`config.mk`:
```
export PLATFORM = sky130hd
export DESIGN_NAME = parallel_program_port
export DESIGN_NICKNAME = d
export VERILOG_FILES = /design/src/hw/parallel_program_port_inc.sv /design/src/hw/parallel_program_port_pkg.sv /design/src/hw/page_buffer_if.sv /design/src/hw/parallel_program_port.sv /design/src/hw/page_buffer_mem.sv
export VERILOG_INCLUDE_DIRS = /design/src /design/src/hw
export SDC_FILE = /design/constraint.sdc
export NUM_CORES = 1
export LEC_CHECK = 0
export ABC_CLOCK_PERIOD_IN_PS = 5000
export BUFFER_PORTS_ARGS = -buffer_cell sky130_fd_sc_hd__clkbuf_2
export CAP_MARGIN = 20
export CORE_MARGIN = 1
export CORE_UTILIZATION = 55
export DETAILED_ROUTE_END_ITERATION = 10
export PLACE_DENSITY_LB_ADDON = 0.25
export SYNTH_ARGS = -nofsm -noshare
export SYNTH_HDL_FRONTEND = slang
export SYNTH_HIERARCHICAL = 1
export SYNTH_SLANG_ARGS = --single-unit
```
`constraint.sdc`:
```
create_clock -name clk -period 5 [get_ports clk]
set_input_delay 0.75 -clock clk [delete_from_list [all_inputs] [get_ports clk]]
set_output_delay 0.75 -clock clk [all_outputs]
set_load 0.1 [all_outputs]
```
`src/hw/parallel_program_port_cfg.svh`:
```
// Constants of the parallel programming port: codes, sizes and timing counts.
`ifndef PARALLEL_PROGRAM_PORT_CFG_SVH
`define PARALLEL_PROGRAM_PORT_CFG_SVH

// ==================================================
// Action codes on the two action code pins, taken at the strobe clock rise
`define ACT_LOAD_ADDR     2'h0
`define ACT_LOAD_DATA     2'h1
`define ACT_LOAD_CMD      2'h2
`define ACT_IDLE          2'h3

// ==================================================
// Command bytes
`define CMD_NOP           8'h00
`define CMD_CHIP_ERASE    8'h80
`define CMD_WRITE_FUSE    8'h40
`define CMD_WRITE_LOCK    8'h20
`define CMD_WRITE_FLASH   8'h10
`define CMD_WRITE_EEPROM  8'h11
`define CMD_READ_SIG      8'h08
`define CMD_READ_FUSELOCK 8'h04
`define CMD_READ_FLASH    8'h02
`define CMD_READ_EEPROM   8'h03

// ==================================================
// Memory organisation
`define FLASH_PAGE_WORDS  7'h40
`define EE_PAGE_BYTES     7'h04
`define BUF_AW            6
`define ARR_AW            13
`define FUSE_KEEP_BIT     11

// ==================================================
// Reset values, signature and calibration bytes
`define LOCK_RESET        8'hff
`define FUSE_RESET        24'hffffff
`define SIG_BYTE0         8'h5a
`define SIG_BYTE1         8'ha5
`define SIG_BYTE2         8'h3c
`define CAL_BYTE          8'h80

// ==================================================
// Timing
`define CLK_PERIOD_NS     25
`define ENTRY_GUARD_NS    100
`define ENTRY_GUARD_CYC   ((`ENTRY_GUARD_NS + `CLK_PERIOD_NS - 1) / `CLK_PERIOD_NS)
`define MIN_TOGGLES       3'h6
`define ERASE_CYC         12'h400
`define PROG_CYC          12'h200
`define FUSE_CYC          12'h020

`endif

```
`src/hw/parallel_program_port_inc.sv`:
```
// Includes the constants header for the port sources.
`include "parallel_program_port_cfg.svh"

```
`src/hw/parallel_program_port_pkg.sv`:
```
// Types of the parallel programming port.
package parallel_program_port_pkg;

  typedef enum logic [4:0] {
    ENT_OFF   = 5'h01,
    ENT_ARM   = 5'h02,
    ENT_GUARD = 5'h04,
    ENT_ON    = 5'h08,
    ENT_FAIL  = 5'h10
  } entry_state_type;

  typedef enum logic [3:0] {
    OP_IDLE   = 4'h1,
    OP_STREAM = 4'h2,
    OP_WAIT   = 4'h4,
    OP_ERASE  = 4'h8
  } op_state_type;

endpackage

```
`src/hw/page_buffer_if.sv`:
```
// Connection between the port sequencer and its page buffer memory.
`timescale 1ns/10ps
`default_nettype none
interface page_buffer_if;
  logic        wrEn;
  logic [5:0]  wrAddr;
  logic [15:0] wrData;
  logic [5:0]  rdAddr;
  logic [15:0] rdData;

  modport seq (output wrEn, output wrAddr, output wrData, output rdAddr,
               input rdData);
  modport mem (input wrEn, input wrAddr, input wrData, input rdAddr,
               output rdData);
endinterface
`default_nettype wire

```
`src/hw/parallel_program_port.sv`:
```
// Parallel programming port sequencer: entry, loads, erase and page writes.
`timescale 1ns/10ps
`default_nettype none
`include "parallel_program_port_cfg.svh"
module parallel_program_port (
  // Clock and reset
  input  wire logic        clk,
  input  wire logic        rst_n,
  // Programming pins
  input  wire logic        strobeClockPin,
  input  wire logic        actionCodeBit0,
  input  wire logic        actionCodeBit1,
  input  wire logic        byteSelectFirst,
  input  wire logic        byteSelectSecond,
  input  wire logic        pageLatchPulse,
  input  wire logic        writeStrobe_n,
  input  wire logic        outputEnable_n,
  input  wire logic        resetPinLow,
  input  wire logic        highVoltDetect,
  input  wire logic [7:0]  dataIn,
  output var  logic [7:0]  dataOut,
  output var  logic        dataOe,
  output var  logic        readyBusyFlag,
  output var  logic        progMode,
  // Nonvolatile arrays
  output var  logic [12:0] arrAddr,
  output var  logic [15:0] arrWrData,
  output var  logic        arrFlashWr,
  output var  logic        arrEepromWr,
  output var  logic        arrEraseFlash,
  output var  logic        arrEraseEeprom,
  input  wire logic [15:0] arrRdData,
  input  wire logic [7:0]  arrEeRdData,
  // Fuses and lock bits
  input  wire logic [23:0] fuseStoreIn,
  output var  logic [23:0] fuseLatched,
  output var  logic        fuseWrEn,
  output var  logic [1:0]  fuseWrSel,
  output var  logic [7:0]  fuseWrData,
  output var  logic [7:0]  lockBits
);

  // ==================================================
  // Functions
  function automatic logic isWriteCmd(input logic [7:0] c);
    isWriteCmd = (c == `CMD_CHIP_ERASE) || (c == `CMD_WRITE_FUSE) ||
                 (c == `CMD_WRITE_LOCK) || (c == `CMD_WRITE_FLASH) ||
                 (c == `CMD_WRITE_EEPROM);
  endfunction

  // ==================================================
  // Pin synchronisers
  localparam int PW = 18;
  logic [PW-1:0] pinRaw;
  logic [PW-1:0] syncA_ff;
  logic [PW-1:0] syncB_ff;
  logic [PW-1:0] prev_ff;

  assign pinRaw = {dataIn, highVoltDetect, resetPinLow, outputEnable_n,
                   writeStrobe_n, pageLatchPulse, byteSelectSecond,
                   byteSelectFirst, actionCodeBit1, actionCodeBit0,
                   strobeClockPin};

  always_ff @(posedge clk) begin
    if (!rst_n) begin
      syncA_ff <= '0;
      syncB_ff <= '0;
      prev_ff  <= '0;
    end else begin
      syncA_ff <= pinRaw;
      syncB_ff <= syncA_ff;
      prev_ff  <= syncB_ff;
    end
  end

  logic       xtalRise;
  logic [1:0] action;
  logic       bs1;
  logic       bs2;
  logic       pageLatchRise;
  logic       wrFall;
  logic       oeLow;
  logic       rstLow;
  logic       hv;
  logic       hvRise;
  logic [7:0] dataSync;
  logic [3:0] entryPins;

  assign xtalRise      = syncB_ff[0] && !prev_ff[0];
  assign action        = syncB_ff[2:1];
  assign bs1           = syncB_ff[3];
  assign bs2           = syncB_ff[4];
  assign pageLatchRise = syncB_ff[5] && !prev_ff[5];
  assign wrFall        = !syncB_ff[6] && prev_ff[6];
  assign oeLow         = !syncB_ff[7];
  assign rstLow        = syncB_ff[8];
  assign hv            = syncB_ff[9];
  assign hvRise        = syncB_ff[9] && !prev_ff[9];
  assign dataSync      = syncB_ff[17:10];
  assign entryPins     = {syncB_ff[5], syncB_ff[2], syncB_ff[1], syncB_ff[3]};

  // ==================================================
  // Programming mode entry
  parallel_program_port_pkg::entry_state_type entSt_ff;
  logic [2:0] toggleCnt_ff;
  logic [3:0] guardCnt_ff;
  logic [3:0] entryHold_ff;

  always_ff @(posedge clk) begin
    if (!rst_n) begin
      entSt_ff     <= parallel_program_port_pkg::ENT_OFF;
      toggleCnt_ff <= 3'h0;
      guardCnt_ff  <= 4'h0;
      entryHold_ff <= 4'h0;
    end else begin
      case (entSt_ff)
        parallel_program_port_pkg::ENT_OFF: begin
          if (!rstLow) begin
            toggleCnt_ff <= 3'h0;
          end else if (xtalRise && toggleCnt_ff != `MIN_TOGGLES) begin
            toggleCnt_ff <= toggleCnt_ff + 3'h1;
          end
          if (toggleCnt_ff == `MIN_TOGGLES && rstLow) begin
            entSt_ff <= parallel_program_port_pkg::ENT_ARM;
          end
        end
        parallel_program_port_pkg::ENT_ARM: begin
          if (hvRise && entryPins == 4'h0) begin
            entSt_ff     <= parallel_program_port_pkg::ENT_GUARD;
            entryHold_ff <= entryPins;
            guardCnt_ff  <= 4'h0;
          end else if (hvRise || !(rstLow || hv)) begin
            entSt_ff     <= parallel_program_port_pkg::ENT_OFF;
            toggleCnt_ff <= 3'h0;
          end
        end
        parallel_program_port_pkg::ENT_GUARD: begin
          if (entryPins != entryHold_ff || !hv) begin
            entSt_ff <= parallel_program_port_pkg::ENT_FAIL;
          end else if (guardCnt_ff == 4'(`ENTRY_GUARD_CYC - 1)) begin
            entSt_ff <= parallel_program_port_pkg::ENT_ON;
          end else begin
            guardCnt_ff <= guardCnt_ff + 4'h1;
          end
        end
        parallel_program_port_pkg::ENT_ON: begin
          if (!hv) begin
            entSt_ff     <= parallel_program_port_pkg::ENT_OFF;
            toggleCnt_ff <= 3'h0;
          end
        end
        parallel_program_port_pkg::ENT_FAIL: begin
          if (!hv) begin
            entSt_ff     <= parallel_program_port_pkg::ENT_OFF;
            toggleCnt_ff <= 3'h0;
          end
        end
        default: begin
          entSt_ff <= parallel_program_port_pkg::ENT_OFF;
        end
      endcase
    end
  end

  logic active;
  assign active = (entSt_ff == parallel_program_port_pkg::ENT_ON);

  always_ff @(posedge clk) begin
    if (!rst_n) begin
      progMode    <= 1'b0;
      fuseLatched <= `FUSE_RESET;
    end else begin
      progMode <= active;
      if (entSt_ff == parallel_program_port_pkg::ENT_GUARD &&
          guardCnt_ff == 4'(`ENTRY_GUARD_CYC - 1)) begin
        fuseLatched <= fuseStoreIn;
      end
    end
  end

  // ==================================================
  // Command, address and data loading
  logic [7:0] cmd_ff;
  logic [7:0] addrLo_ff;
  logic [7:0] addrHi_ff;
  logic [7:0] addrExt_ff;
  logic [7:0] dataLo_ff;
  logic [7:0] dataHi_ff;
  logic [7:0] dataExt_ff;
  logic       hiLoaded_ff;
  logic       busy;

  always_ff @(posedge clk) begin
    if (!rst_n || !active) begin
      cmd_ff      <= `CMD_NOP;
      addrLo_ff   <= 8'h00;
      addrHi_ff   <= 8'h00;
      addrExt_ff  <= 8'h00;
      dataLo_ff   <= 8'h00;
      dataHi_ff   <= 8'h00;
      dataExt_ff  <= 8'h00;
      hiLoaded_ff <= 1'b0;
    end else if (xtalRise) begin
      case (action)
        `ACT_LOAD_ADDR: begin
          if (bs1) begin
            addrHi_ff   <= dataSync;
            hiLoaded_ff <= 1'b1;
          end else if (bs2) begin
            addrExt_ff <= dataSync;
          end else begin
            addrLo_ff <= dataSync;
          end
        end
        `ACT_LOAD_DATA: begin
          if (bs1) begin
            dataHi_ff <= dataSync;
          end else if (bs2) begin
            dataExt_ff <= dataSync;
          end else begin
            dataLo_ff <= dataSync;
          end
        end
        `ACT_LOAD_CMD: begin
          cmd_ff      <= dataSync;
          hiLoaded_ff <= 1'b0;
        end
        default: begin
          cmd_ff <= cmd_ff;
        end
      endcase
    end
  end

  // ==================================================
  // Page buffer loading
  page_buffer_if pb ();
  logic        bufWr_ff;
  logic [5:0]  bufWrAddr_ff;
  logic [15:0] bufWrData_ff;
  logic [5:0]  bufRdAddr_ff;
  logic        isEeCmd;
  assign isEeCmd = (cmd_ff == `CMD_WRITE_EEPROM);

  always_ff @(posedge clk) begin
    if (!rst_n) begin
      bufWr_ff     <= 1'b0;
      bufWrAddr_ff <= 6'h00;
      bufWrData_ff <= 16'h0000;
    end else begin
      bufWr_ff <= 1'b0;
      if (active && pageLatchRise && !busy) begin
        if (isEeCmd) begin
          bufWr_ff     <= 1'b1;
          bufWrAddr_ff <= {4'h0, addrLo_ff[1:0]};
          bufWrData_ff <= {8'h00, dataLo_ff};
        end else if (bs1 && cmd_ff == `CMD_WRITE_FLASH) begin
          bufWr_ff     <= 1'b1;
          bufWrAddr_ff <= addrLo_ff[5:0];
          bufWrData_ff <= {dataHi_ff, dataLo_ff};
        end
      end
    end
  end

  assign pb.wrEn   = bufWr_ff;
  assign pb.wrAddr = bufWrAddr_ff;
  assign pb.wrData = bufWrData_ff;
  assign pb.rdAddr = bufRdAddr_ff;

  page_buffer_mem u_buf (
    .clk      (clk),
    .buf_port (pb.mem)
  );

  // ==================================================
  // Operation sequencer
  parallel_program_port_pkg::op_state_type opSt_ff;
  logic [11:0] opCnt_ff;
  logic [6:0]  streamIdx_ff;
  logic        streamWr_ff;
  logic        streamEe_ff;
  logic [6:0]  pageLen;
  logic [12:0] pageBase;
  logic        keepEe;

  assign busy     = (opSt_ff != parallel_program_port_pkg::OP_IDLE);
  assign pageLen  = isEeCmd ? `EE_PAGE_BYTES : `FLASH_PAGE_WORDS;
  assign pageBase = isEeCmd ? {4'h0, addrHi_ff[0], addrLo_ff[7:2], 2'h0}
                            : {addrHi_ff[4:0], addrLo_ff[7:6], 6'h00};
  assign keepEe   = !fuseStoreIn[`FUSE_KEEP_BIT];

  always_ff @(posedge clk) begin
    if (!rst_n || !active) begin
      opSt_ff        <= parallel_program_port_pkg::OP_IDLE;
      opCnt_ff       <= 12'h000;
      streamIdx_ff   <= 7'h00;
      streamWr_ff    <= 1'b0;
      streamEe_ff    <= 1'b0;
      bufRdAddr_ff   <= 6'h00;
      arrEraseFlash  <= 1'b0;
      arrEraseEeprom <= 1'b0;
      fuseWrEn       <= 1'b0;
      fuseWrSel      <= 2'h0;
      fuseWrData     <= 8'h00;
      lockBits       <= `LOCK_RESET;
    end else begin
      fuseWrEn    <= 1'b0;
      streamWr_ff <= 1'b0;
      case (opSt_ff)
        parallel_program_port_pkg::OP_IDLE: begin
          if (wrFall && isWriteCmd(cmd_ff)) begin
            case (cmd_ff)
              `CMD_CHIP_ERASE: begin
                opSt_ff        <= parallel_program_port_pkg::OP_ERASE;
                opCnt_ff       <= `ERASE_CYC;
                arrEraseFlash  <= 1'b1;
                arrEraseEeprom <= !keepEe;
              end
              `CMD_WRITE_FUSE: begin
                opSt_ff    <= parallel_program_port_pkg::OP_WAIT;
                opCnt_ff   <= `FUSE_CYC;
                fuseWrEn   <= 1'b1;
                fuseWrSel  <= {bs2, bs1};
                fuseWrData <= dataLo_ff;
              end
              `CMD_WRITE_LOCK: begin
                opSt_ff  <= parallel_program_port_pkg::OP_WAIT;
                opCnt_ff <= `FUSE_CYC;
                lockBits <= lockBits & dataLo_ff;
              end
              default: begin
                if (isEeCmd || hiLoaded_ff) begin
                  opSt_ff      <= parallel_program_port_pkg::OP_STREAM;
                  streamIdx_ff <= 7'h00;
                  bufRdAddr_ff <= 6'h00;
                  streamEe_ff  <= isEeCmd;
                end
              end
            endcase
          end
        end
        parallel_program_port_pkg::OP_STREAM: begin
          streamWr_ff  <= 1'b1;
          streamIdx_ff <= streamIdx_ff + 7'h1;
          bufRdAddr_ff <= 6'(streamIdx_ff + 7'h1);
          if (streamIdx_ff == pageLen - 7'h1) begin
            opSt_ff  <= parallel_program_port_pkg::OP_WAIT;
            opCnt_ff <= `PROG_CYC;
          end
        end
        parallel_program_port_pkg::OP_WAIT: begin
          if (opCnt_ff == 12'h000) begin
            opSt_ff <= parallel_program_port_pkg::OP_IDLE;
          end else begin
            opCnt_ff <= opCnt_ff - 12'h001;
          end
        end
        parallel_program_port_pkg::OP_ERASE: begin
          if (opCnt_ff == 12'h000) begin
            opSt_ff        <= parallel_program_port_pkg::OP_IDLE;
            arrEraseFlash  <= 1'b0;
            arrEraseEeprom <= 1'b0;
            lockBits       <= `LOCK_RESET;
          end else begin
            opCnt_ff <= opCnt_ff - 12'h001;
          end
        end
        default: begin
          opSt_ff <= parallel_program_port_pkg::OP_IDLE;
        end
      endcase
      if (xtalRise && action == `ACT_LOAD_CMD && dataSync == `CMD_NOP &&
          !busy) begin
        arrEraseFlash  <= 1'b0;
        arrEraseEeprom <= 1'b0;
      end
    end
  end

  // Write strobes seen while busy fall through the idle-only decode above.
  logic [6:0] streamPrev_ff;

  always_ff @(posedge clk) begin
    if (!rst_n) begin
      streamPrev_ff <= 7'h00;
      readyBusyFlag <= 1'b1;
    end else begin
      streamPrev_ff <= streamIdx_ff;
      readyBusyFlag <= !busy;
    end
  end

  // ==================================================
  // Array address, writes and read data
  always_ff @(posedge clk) begin
    if (!rst_n) begin
      arrAddr     <= 13'h0000;
      arrWrData   <= 16'h0000;
      arrFlashWr  <= 1'b0;
      arrEepromWr <= 1'b0;
    end else begin
      arrFlashWr  <= streamWr_ff && !streamEe_ff;
      arrEepromWr <= streamWr_ff && streamEe_ff;
      arrWrData   <= pb.rdData;
      if (streamWr_ff) begin
        arrAddr <= pageBase | {6'h00, streamPrev_ff};
      end else if (cmd_ff == `CMD_READ_EEPROM) begin
        arrAddr <= {4'h0, addrHi_ff[0], addrLo_ff};
      end else begin
        arrAddr <= {addrHi_ff[4:0], addrLo_ff};
      end
    end
  end

  logic [7:0] readByte;

  always_comb begin
    readByte = 8'h00;
    case (cmd_ff)
      `CMD_READ_FLASH:    readByte = bs1 ? arrRdData[15:8] : arrRdData[7:0];
      `CMD_READ_EEPROM:   readByte = arrEeRdData;
      `CMD_READ_SIG: begin
        if (bs1) begin
          readByte = `CAL_BYTE;
        end else if (addrLo_ff == 8'h00) begin
          readByte = `SIG_BYTE0;
        end else if (addrLo_ff == 8'h01) begin
          readByte = `SIG_BYTE1;
        end else if (addrLo_ff == 8'h02) begin
          readByte = `SIG_BYTE2;
        end
      end
      `CMD_READ_FUSELOCK: begin
        case ({bs2, bs1})
          2'h0:    readByte = fuseStoreIn[7:0];
          2'h3:    readByte = fuseStoreIn[15:8];
          2'h2:    readByte = fuseStoreIn[23:16];
          default: readByte = lockBits;
        endcase
      end
      default: readByte = 8'h00;
    endcase
  end

  always_ff @(posedge clk) begin
    if (!rst_n) begin
      dataOe  <= 1'b0;
      dataOut <= 8'h00;
    end else begin
      dataOe  <= active && oeLow;
      dataOut <= readByte;
    end
  end

endmodule
`default_nettype wire

```
`src/hw/page_buffer_mem.sv`:
```
// Page buffer memory with a registered read port.
`timescale 1ns/10ps
`default_nettype none
module page_buffer_mem (
  // Clock
  input  wire logic  clk,
  // Buffer access
  page_buffer_if.mem buf_port
);

  logic [15:0] store [0:63];
  logic [15:0] rdData_ff;

  always_ff @(posedge clk) begin
    if (buf_port.wrEn) begin
      store[buf_port.wrAddr] <= buf_port.wrData;
    end
  end

  always_ff @(posedge clk) begin
    rdData_ff <= store[buf_port.rdAddr];
  end

  assign buf_port.rdData = rdData_ff;

endmodule
`default_nettype wire

```
# [Word-level counts from Yosys, hierarchy flattened]
# Memories as Yosys holds them, arrays and structs flattened. A register that Yosys moved wholly into a read port is not among the register bits.
# Index checks and enable logic that the tools add are counted.
[word_totals] register_bits=248 input_bits=68 ram_bits=1024 mem_count=1 word_cells=249 out_inout_bits=87
[memory_table] memory="u_buf.store" words=64 word_bits=16 read_ports=1 rd_ports_with_merged_regs=1 write_ports=1 line_no="page_buffer_mem.sv:11" source="logic [15:0] store [0:63];"
[classes] bitwise=7 n_addsub=5 n_reduce_logical=76 mux=70 eq_ne=52
[op_table] operator="8-bit 2-to-1 mux" n=7
[op_table] operator="13-bit 2-to-1 mux" n=3
[op_table] operator="12-bit 2-to-1 mux" n=3
[op_table] operator="6-bit 2-to-1 mux" n=6
[op_table] operator="12-bit one-hot mux with 3 select lines" n=1
[op_table] operator="4-bit AND reduction" n=9
[op_table] operator="16-bit 2-to-1 mux" n=2
[op_table] operator="2-bit inequality test (second input constant)" n=16
[op_table] operator="8-bit one-hot mux with 4 select lines" n=1
[op_table] operator="5-bit 2-to-1 mux" n=6
[op_table] operator="4-bit 2-to-1 mux" n=7
[op_table] operator="7-bit 2-to-1 mux" n=4
[op_table] operator="8-bit by 2-bit == test with 1-bit output (second input constant)" n=3
[op_table] operator="12-bit one-hot mux with 2 select lines" n=1
[op_table] operator="8-bit one-hot mux with 3 select lines" n=1
[op_table] operator="5-bit one-hot mux with 4 select lines" n=1
[op_table] operator="1-bit logical AND" n=18
[op_table] operator="8-bit by 5-bit == test with 1-bit output (second input constant)" n=2
[op_table] operator="8-bit logical NOT" n=2
[op_table] operator="4-bit one-hot mux with 2 select lines" n=2
[op_table] operator="8-bit one-hot mux with 2 select lines" n=1
[op_table] operator="3-bit 2-to-1 mux" n=5
[op_table] operator="3-bit inequality test (second input constant)" n=5
[op_table] operator="7-bit one-hot mux with 2 select lines" n=1
[op_table] operator="other kinds (48)" n=103

# [Logic depth before layout (Yosys ltp)]
# Gate-level depths: netlist (run 1).
[depth] ltp_word=8 mapped_depth=10 depth_no_buf=8

# [Modules after synthesis]
# The synthesis (run 1) kept the hierarchy.
[modules_own_cells] mod="page_buffer_mem" cells_per_inst=1820 seq_area_each_um2=31069.8 instances=1 area_per_inst_um2=39978.3
[modules_own_cells] mod="parallel_program_port" cells_per_inst=992 seq_area_each_um2=4724.5 instances=1 area_per_inst_um2=9121.2

# [Worst setup path after synthesis (run 1)]
# Ideal clock, no wire load.
[synth_path] path_type="register to register" from="register bufWrAddr_ff[2]" to="memory u_buf.store[28][0], enable pin" slack_ps=2463 setup_ps=388 stages_incl_launch_ff=6 period_less_slack_ps=2537 arrival_time_ps=2149 n_path_buf=2 t_required_ps=4612 path_cell_list="dfxtp_1 clkbuf_1 or3b_2 or2_2 clkbuf_1 nor2_1"
[synth_lines] item="start, declared" line_no="parallel_program_port.sv:239" source="logic [5:0] bufWrAddr_ff;"
[synth_lines] item="start signal, assigned" line_no="parallel_program_port.sv:255" source="bufWrAddr_ff <= {4'h0, addrLo_ff[1:0]};"
[synth_lines] item="start signal, assigned" line_no="parallel_program_port.sv:259" source="bufWrAddr_ff <= addrLo_ff[5:0];"
[synth_lines] item="end, declared" line_no="page_buffer_mem.sv:11"
# No word-level cell before the write port.

==> results of run 1 <==
cells in the mapped netlist (6+ instances only):
| cell type | n |
|---|---|
| buf_4 | 17 |
| a221oi_1 | 21 |
| dfxtp_1 | 252 |
| a31oi_1 | 15 |
| xor2_1 | 6 |
| and2_1 | 71 |
| nand3_1 | 93 |
| a311oi_1 | 14 |
| clkbuf_1 | 85 |
| o22a_1 | 9 |
| and4_1 | 12 |
| nand2_1 | 158 |
| a211o_1 | 9 |
| a22oi_1 | 66 |
| nor4_1 | 14 |
| edfxtp_1 | 1024 |
| mux2_2 | 11 |
| a211oi_1 | 13 |
| buf_2 | 27 |
| or2_2 | 8 |
| or3_1 | 6 |
| nor2_1 | 168 |
| nor3_1 | 15 |
| nand3b_1 | 10 |
| buf_1 | 10 |
| buf_6 | 13 |
| inv_1 | 19 |
| and3_1 | 19 |
| nor2b_1 | 37 |
| o21ai_0 | 30 |
| a21oi_1 | 80 |
| mux4_2 | 229 |
| buf_12 | 7 |
| nand4_1 | 9 |
| mux2i_1 | 144 |
cell families (layout without fill, tap and decap cells):
kind of cell / count (synthesis) / in the layout / share of synthesized area, %
xor+xnor: 9 / 9 / 0.161
simple gates: 660 / 660 / 6.78
buf+inv: 182 / 525 / 2.10
fa+ha+maj: 5 / 5 / 0.127
compound gates: 294 / 294 / 4.13
flops: 1276 / 1276 / 72.9
mux: 386 / 386 / 13.8
critical path, cell delays in order, from the launching register on:
cell and delay (ps):
dfxtp_4 660, buf_12 310, nor2b_1 830, a221oi_1 330
a221oi_1 1190, a311oi_1 110
state kept, by name, indices dropped and copies added (netlist names), 6 cells and up:
name and count:
addrLo_ff 8, arrAddr 13, arrWrData 16, bufWrAddr_ff 6, bufWrData_ff 16, cmd_ff 8, dataHi_ff 8, dataLo_ff 8
dataOut 8, fuseLatched 24, fuseWrData 8, lockBits 8, opCnt_ff 12, streamPrev_ff 7, syncA_ff 18, syncB_ff 18
u_buf/buf_port.rdData 16, u_buf/store 1024
worst max path at each step:
stage	startpoint	endpoint	slack (ps)	cells past startpoint
3_3_place_gp	bufRdAddr_ff[0]$_SDFFE_PP0P_	u_buf/buf_port.rdData[1]$_DFF_P_	1470	5
2_1_floorplan	bufWrAddr_ff[2]$_SDFFE_PN0P_	u_buf/store[28][0]$_DFFE_PP_	2460	5
6_report	bufRdAddr_ff[0]$_SDFFE_PP0P_	u_buf/buf_port.rdData[1]$_DFF_P_	1340	5
5_1_grt	bufRdAddr_ff[0]$_SDFFE_PP0P_	u_buf/buf_port.rdData[1]$_DFF_P_	1350	5
4_1_cts	bufRdAddr_ff[0]$_SDFFE_PP0P_	u_buf/buf_port.rdData[1]$_DFF_P_	1320	5
3_5_place_dp	bufRdAddr_ff[0]$_SDFFE_PP0P_	u_buf/buf_port.rdData[1]$_DFF_P_	1370	5
final cells by class:
type	instances	area (um2)
clock inverters	59	704
flip-flops and latches	1276	35800
fillers	6112	32600
repair buffers	269	1820
clock buffers	178	3540
multi-input cells	1354	12300
well taps	1165	1460
inverters	19	71.3
power breakdown:
part           internal (mW)  switching, mW  total (mW)
clock network           5.55           4.07        9.62
registers               11.3         0.0163        11.3
logic                 0.0482         0.0864       0.135
total                   16.9           4.17        21.1
metal layers:
layer / part of all wire, % / track usage (%) / wire length, um / vias up
met1: 39 / 37.5 / 47600 / 14341
met3: 9.5 / 5.11 / 11700 / 238
met2: 49 / 44.1 / 59900 / 1579
li1: - / - / - / 11595
met4: 3.1 / 10.1 / 3810 / 8
met5: 0.037 / 0 / 45 / -
stage by stage:
step                      std cells  total power, mW  area (um2)
after floorplan                2812             11.6       49100
after global placement         4069             11.7       51300
after detailed placement       4074             11.7       51400
after CTS                      4311             21.2       55600
after global routing           4320             21.6       55700
final                          4320             21.1       55700
placed cells by master (no fill, tap or decap), drive strengths merged, types with 30 or more instances in the layout:
cell | synthesis | final
nor2 | 169 | 169
buf | 75 | 116
clkbuf | 88 | 331
nand3 | 93 | 93
nor2b | 37 | 37
a22oi | 66 | 66
mux4 | 231 | 231
o21ai | 30 | 30
mux2i | 144 | 144
edfxtp | 1024 | 1024
clkinv | 0 | 38
and2 | 72 | 72
a21oi | 80 | 80
dfxtp | 252 | 252
nand2 | 159 | 159
==> impl_results.md, run 1 <==
- Status: completed
- RSZ-0062 raised after global routing: false
- Yosys Warn Count: 6
- Area delta synth->final: 13.5%
- Root buffer cell: clkbuf_16
- Hold_ws: 234 ps
- Mapped Cells: 2812
- Grt total ovfl: 0
- Avg Cell Area, Syn: 17.5 um2
- Worst-path clk slew: 60 ps
- Minimum clock period: 3660 ps
- Min-delay src: highVoltDetect
- Setup slack at placement: 1370 ps
- Routability cong.: 0.911
- Die Ht: 301 um
- CTS Buffer Depth: 3
- Routed vias/inst: 6.43
- Largest net degree at the start of global routing: 85
- # DRC: 0
- CTS Buf Count: 130
- Depth of the worst register-to-register path: 5
- Total number of vias: 27761
- Worst Setup Start Kind: register
- Synth top area cells: edfxtp_1 63%, mux4_2 11%, dfxtp_1 10%, mux2i_1 2.9%, nor2_1 1.3%
- Top cell type's share of synthesized area: 62.6%
- FF-to-FF Start: bufRdAddr_ff[0]$_SDFFE_PP0P_
- Drt first pass iters: 5
- Cell area after synthesis: 49100 um2
- Final Hold Vio Count: 0
- Worst setup margin: 1340 ps
- Least-Margin Pin Slew: 1370 ps
- Post-synthesis register bit count: 1276
- CP max FO: 27
- Syn_nets: 2885
- Setup bufs post-CTS: 0
- Fmax: 273 MHz
- Reg-to-reg endpoint: u_buf/buf_port.rdData[1]$_DFF_P_
- Relative slew margins: 8.54%
- Post-synth top area cell: edfxtp_1
- Routed WL per cell: 28.5 um
- Worst Hold End: syncA_ff[9]$_SDFF_PN0_
- Cts repair resizes: 0
- Dpl hpwl: 74100 um
- Worst skew pair latency: 740 ps
- Distinct cells, synth: 81
- P_leak: 18.3 nW
- # hold bufs at CTS: 0
- Ys async rst share: 0%
- Post-synth EDFFs: 1024
- Crit end category: register
- Final setup viols: 0
- Worst vdd ir: 365 uV
- Clock Sinks: 1276
- Ant. Diodes: 0
- Core Util, Final: 63.1%
- Initial detailed-routing violation count: 3653
- Share of cells above drive strength 1: 24.2%
- Final wirelength: 123000 um
- IO buf count: 154
- H-tree lvl count: 4
- # nets final: 3123
- CTS tree: yes
- Total GRT Usage: 27.4%
- Tcrit/Tclk final: 73.2%
- Critical path type: register to register
- Num rows: 109
- Final Max Tran Viols: 0
- Initial antenna violation count: 8
- Crit path DAT: 4210 ps
- Number of max-cap violations: 0
- Die W: 301 um
- R2r setup slk: 1340 ps
- Worst hold stages: 2
- Clock skew: 26.3 ps
- Worst Hold Class: input port to register
- Main synth FF type: edfxtp_1
- Power Dens Cells: 378 nW/um2
- Core area: 88400 um2
- First-pass GRT wire length: 180000 um
- Sequential area share after synthesis: 72.9%
- Vias in the first global route: 27290
- Setup TNS Final: 0 ps
- Initial Util: 55.6%
- Post-detailed-route count of antenna-violating nets: 0
- CP required: 5550 ps
- I/O pin count: 155
- Die ar.: 90500 um2
Power figures use the tool's default switching activity.
==> run 2: changes to the inputs <==
--- a/config.mk
+++ b/config.mk
@@ -6,7 +6,7 @@
 export SDC_FILE = /design/constraint.sdc
 export NUM_CORES = 1
 export LEC_CHECK = 0
-export ABC_CLOCK_PERIOD_IN_PS = 5000
+export ABC_CLOCK_PERIOD_IN_PS = 3800
 export BUFFER_PORTS_ARGS = -buffer_cell sky130_fd_sc_hd__clkbuf_2
 export CAP_MARGIN = 20
 export CORE_MARGIN = 1
==> constraint.sdc (replaced) <==
create_clock -name clk -period 3.8 [get_ports clk]
set_input_delay 0.57 -clock clk [delete_from_list [all_inputs] [get_ports clk]]
set_output_delay 0.57 -clock clk [all_outputs]
set_load 0.1 [all_outputs]
==> run 2 against run 1 <==
Via count decreased by 1.1%. Global-route usage fell by 0.28 points. Count of clock-buffer cells in the layout decreased by 9. Highest routed layer unchanged.
==> impl_results.md, run 2 (synthesized netlist as in run 1, its figures left out) <==
- Status: completed
- Core Util, Final: 63.1% (about the same)
- Max reg flops: 1024 (unchanged)
- Total GRT Usage: 27.1% (-0.28 points)
- Least-Margin Pin Slew: 1110 ps (-259 ps)
- Critical path type: register to register
- Core area: 88400 um2 (unchanged)
- Routability cong.: 0.882 (-3.2%)
- Worst Setup Start Kind: register
- Initial antenna violation count: 3 (-5)
- Total number of vias: 27467 (-1.1%)
- IO buf count: 154 (unchanged)
- I/O pin count: 155 (unchanged)
- Drt first pass iters: 5 (unchanged)
- Tcrit/Tclk final: 83.4% (+10 points)
- Net Sw Frac: 19.6% (-0.17 points)
- Initial Util: 55.6% (unchanged)
- Commonest non-fill, non-tap cell in the layout: edfxtp_1
- Power share of the clock group: 45.4% (-0.2 points)
- Post-detailed-route count of antenna-violating nets: 0 (unchanged)
- Dpl cells: 4105 (+0.76%)
- Worst skew pair latency: 740 ps (about the same)
- # DRC: 0 (unchanged)
- CTS Buf Count: 130 (unchanged)
- CP max FO: 63 (+130%)
- Dpl hpwl: 74800 um (+0.93%)
- Pwr Total: 27.6 mW (+31%)
- Clock Sinks: 1276 (unchanged)
- Largest net degree at the start of global routing: 68 (-20%)
- CTS Buffer Depth: 3 (unchanged)
- P_leak: 18.4 nW (+0.49%)
- Dpl cell area: 51500 um2 (+0.34%)
- Initial detailed-routing violation count: 3431 (-6.1%)
- Die ar.: 90500 um2 (unchanged)
- H-tree lvl count: 4 (unchanged)
- Minimum clock period: 3170 ps (-488 ps)
- Clock skew: 25.6 ps (-0.724 ps)
- Vias in the first global route: 27021 (-0.99%)
- Root buffer cell: clkbuf_16
- # nets final: 3145 (+0.70%)
- Area delta synth->final: 13.5% (about the same)
- # hold bufs at CTS: 0 (unchanged)
- Most flops, register: u_buf/store
- Relative slew margins: 25.8% (+17 points)
- First-pass GRT wire length: 179000 um (-0.78%)
- Top flop regs: u_buf/store: 1024 flops, fuseLatched: 24 flops
- Die Ht: 301 um (unchanged)
- Worst vdd ir: 439 uV (+20%)
- Die W: 301 um (unchanged)
- Net load switching power: 5.41 mW (+30%)
- Crit path DAT: 3740 ps (-470 ps)
- Grt total ovfl: 0 (unchanged)
- Combinational share of power: 0.6% (about the same)
- Power Dens Cells: 496 nW/um2 (+31%)
- Share of cells above drive strength 1: 24.4% (+0.24 points)
- Sequential Power Share: 54.0% (+0.2 points)
- Final Max Tran Viols: 0 (unchanged)
- Final setup viols: 0 (unchanged)
- Setup TNS Final: 0 ps (unchanged)
- Num rows: 109 (unchanged)
- Fmax: 315 MHz (+15%)
- Most frequent cells in the layout: 1024 x edfxtp_1, 232 x dfxtp_1, 229 x mux4_2
- Routed vias/inst: 6.32 (-1.6%)
- Post-route insts no fill: 4343 (+0.53%)
- Final Hold Vio Count: 0 (unchanged)
- RSZ-0062 raised after global routing: false
- Int Power: 22.2 mW (+31%)
- Number of max-cap violations: 0 (unchanged)
- Routed WL per cell: 27.9 um (-1.9%)
- Final wirelength: 121000 um (-1.4%)
- CTS tree: yes
- Cts repair resizes: 0 (unchanged)
- Worst-path clk slew: 60 ps (about the same)
- Setup bufs post-CTS: 0 (unchanged)
- CP required: 4360 ps (-1190 ps)
- Crit end category: register
- Worst Hold Class: input port to register
- Final instance area: 55700 um2 (about the same)
-- run 2: worst max-delay path, cell delays in order, from the launching register on --
cell	delay, ps
dfxtp_4	940
buf_4	420
nor2b_1	80
a211oi_1	210
a221oi_1	130
a221oi_1	980
a311oi_1	90
-- run 2: cell type report --
type | count | area (um2)
diodes | 1 | 2.50
fillers | 6132 | 32600
clock inverters | 68 | 689
flip-flops and latches | 1276 | 35800
inverters | 19 | 71.3
repair buffers | 291 | 1900
clock buffers | 169 | 3510
well taps | 1165 | 1460
multi-input cells | 1354 | 12300
-- run 2: per-stage QoR --
| stage | setup WS [ps] | hold slack [ps] |
|---|---|---|
| after floorplan | 1260 | 368 |
| after global placement | 716 | 378 |
| after detailed placement | 690 | 386 |
| after CTS | 637 | 17.2 |
| after global routing | 541 | 36.5 |
| final | 629 | 52.8 |
-- run 2: final timing paths --
| path | from | to | slack [ps] | depth (start not counted) |
|---|---|---|---|---|
| setup / recovery | bufRdAddr_ff[2]$_SDFFE_PP0P_ | u_buf/buf_port.rdData[8]$_DFF_P_ | 630 | 6 |
| hold / removal | highVoltDetect | syncA_ff[9]$_SDFF_PN0_ | 50 | 2 |
| setup reg to reg | bufRdAddr_ff[2]$_SDFFE_PP0P_ | u_buf/buf_port.rdData[8]$_DFF_P_ | 630 | 6 |
| hold reg to reg | syncB_ff[7]$_SDFF_PN0_ | dataOe$_SDFF_PN0_ | 390 | 1 |
-- run 2: power by group through the flow --
stage / combinational, mW / clock [mW] / sequential (mW)
final: 0.176 / 12.5 / 14.9
after global routing: 0.186 / 13.2 / 14.9
after CTS: 0.176 / 12.7 / 14.9
after detailed placement: 0.175 / 0 / 15.2
after global placement: 0.171 / 0 / 15.2
after floorplan: 0.0697 / 0 / 15.2
-- run 2: metal layers --
layer | GRT usage, % | wire length [um] | vias up
met5 | 0 | 22 | -
met4 | 9.32 | 3660 | 4
met3 | 5.20 | 11100 | 235
met2 | 43.3 | 58700 | 1450
met1 | 37.7 | 47800 | 14132
li1 | - | - | 11646
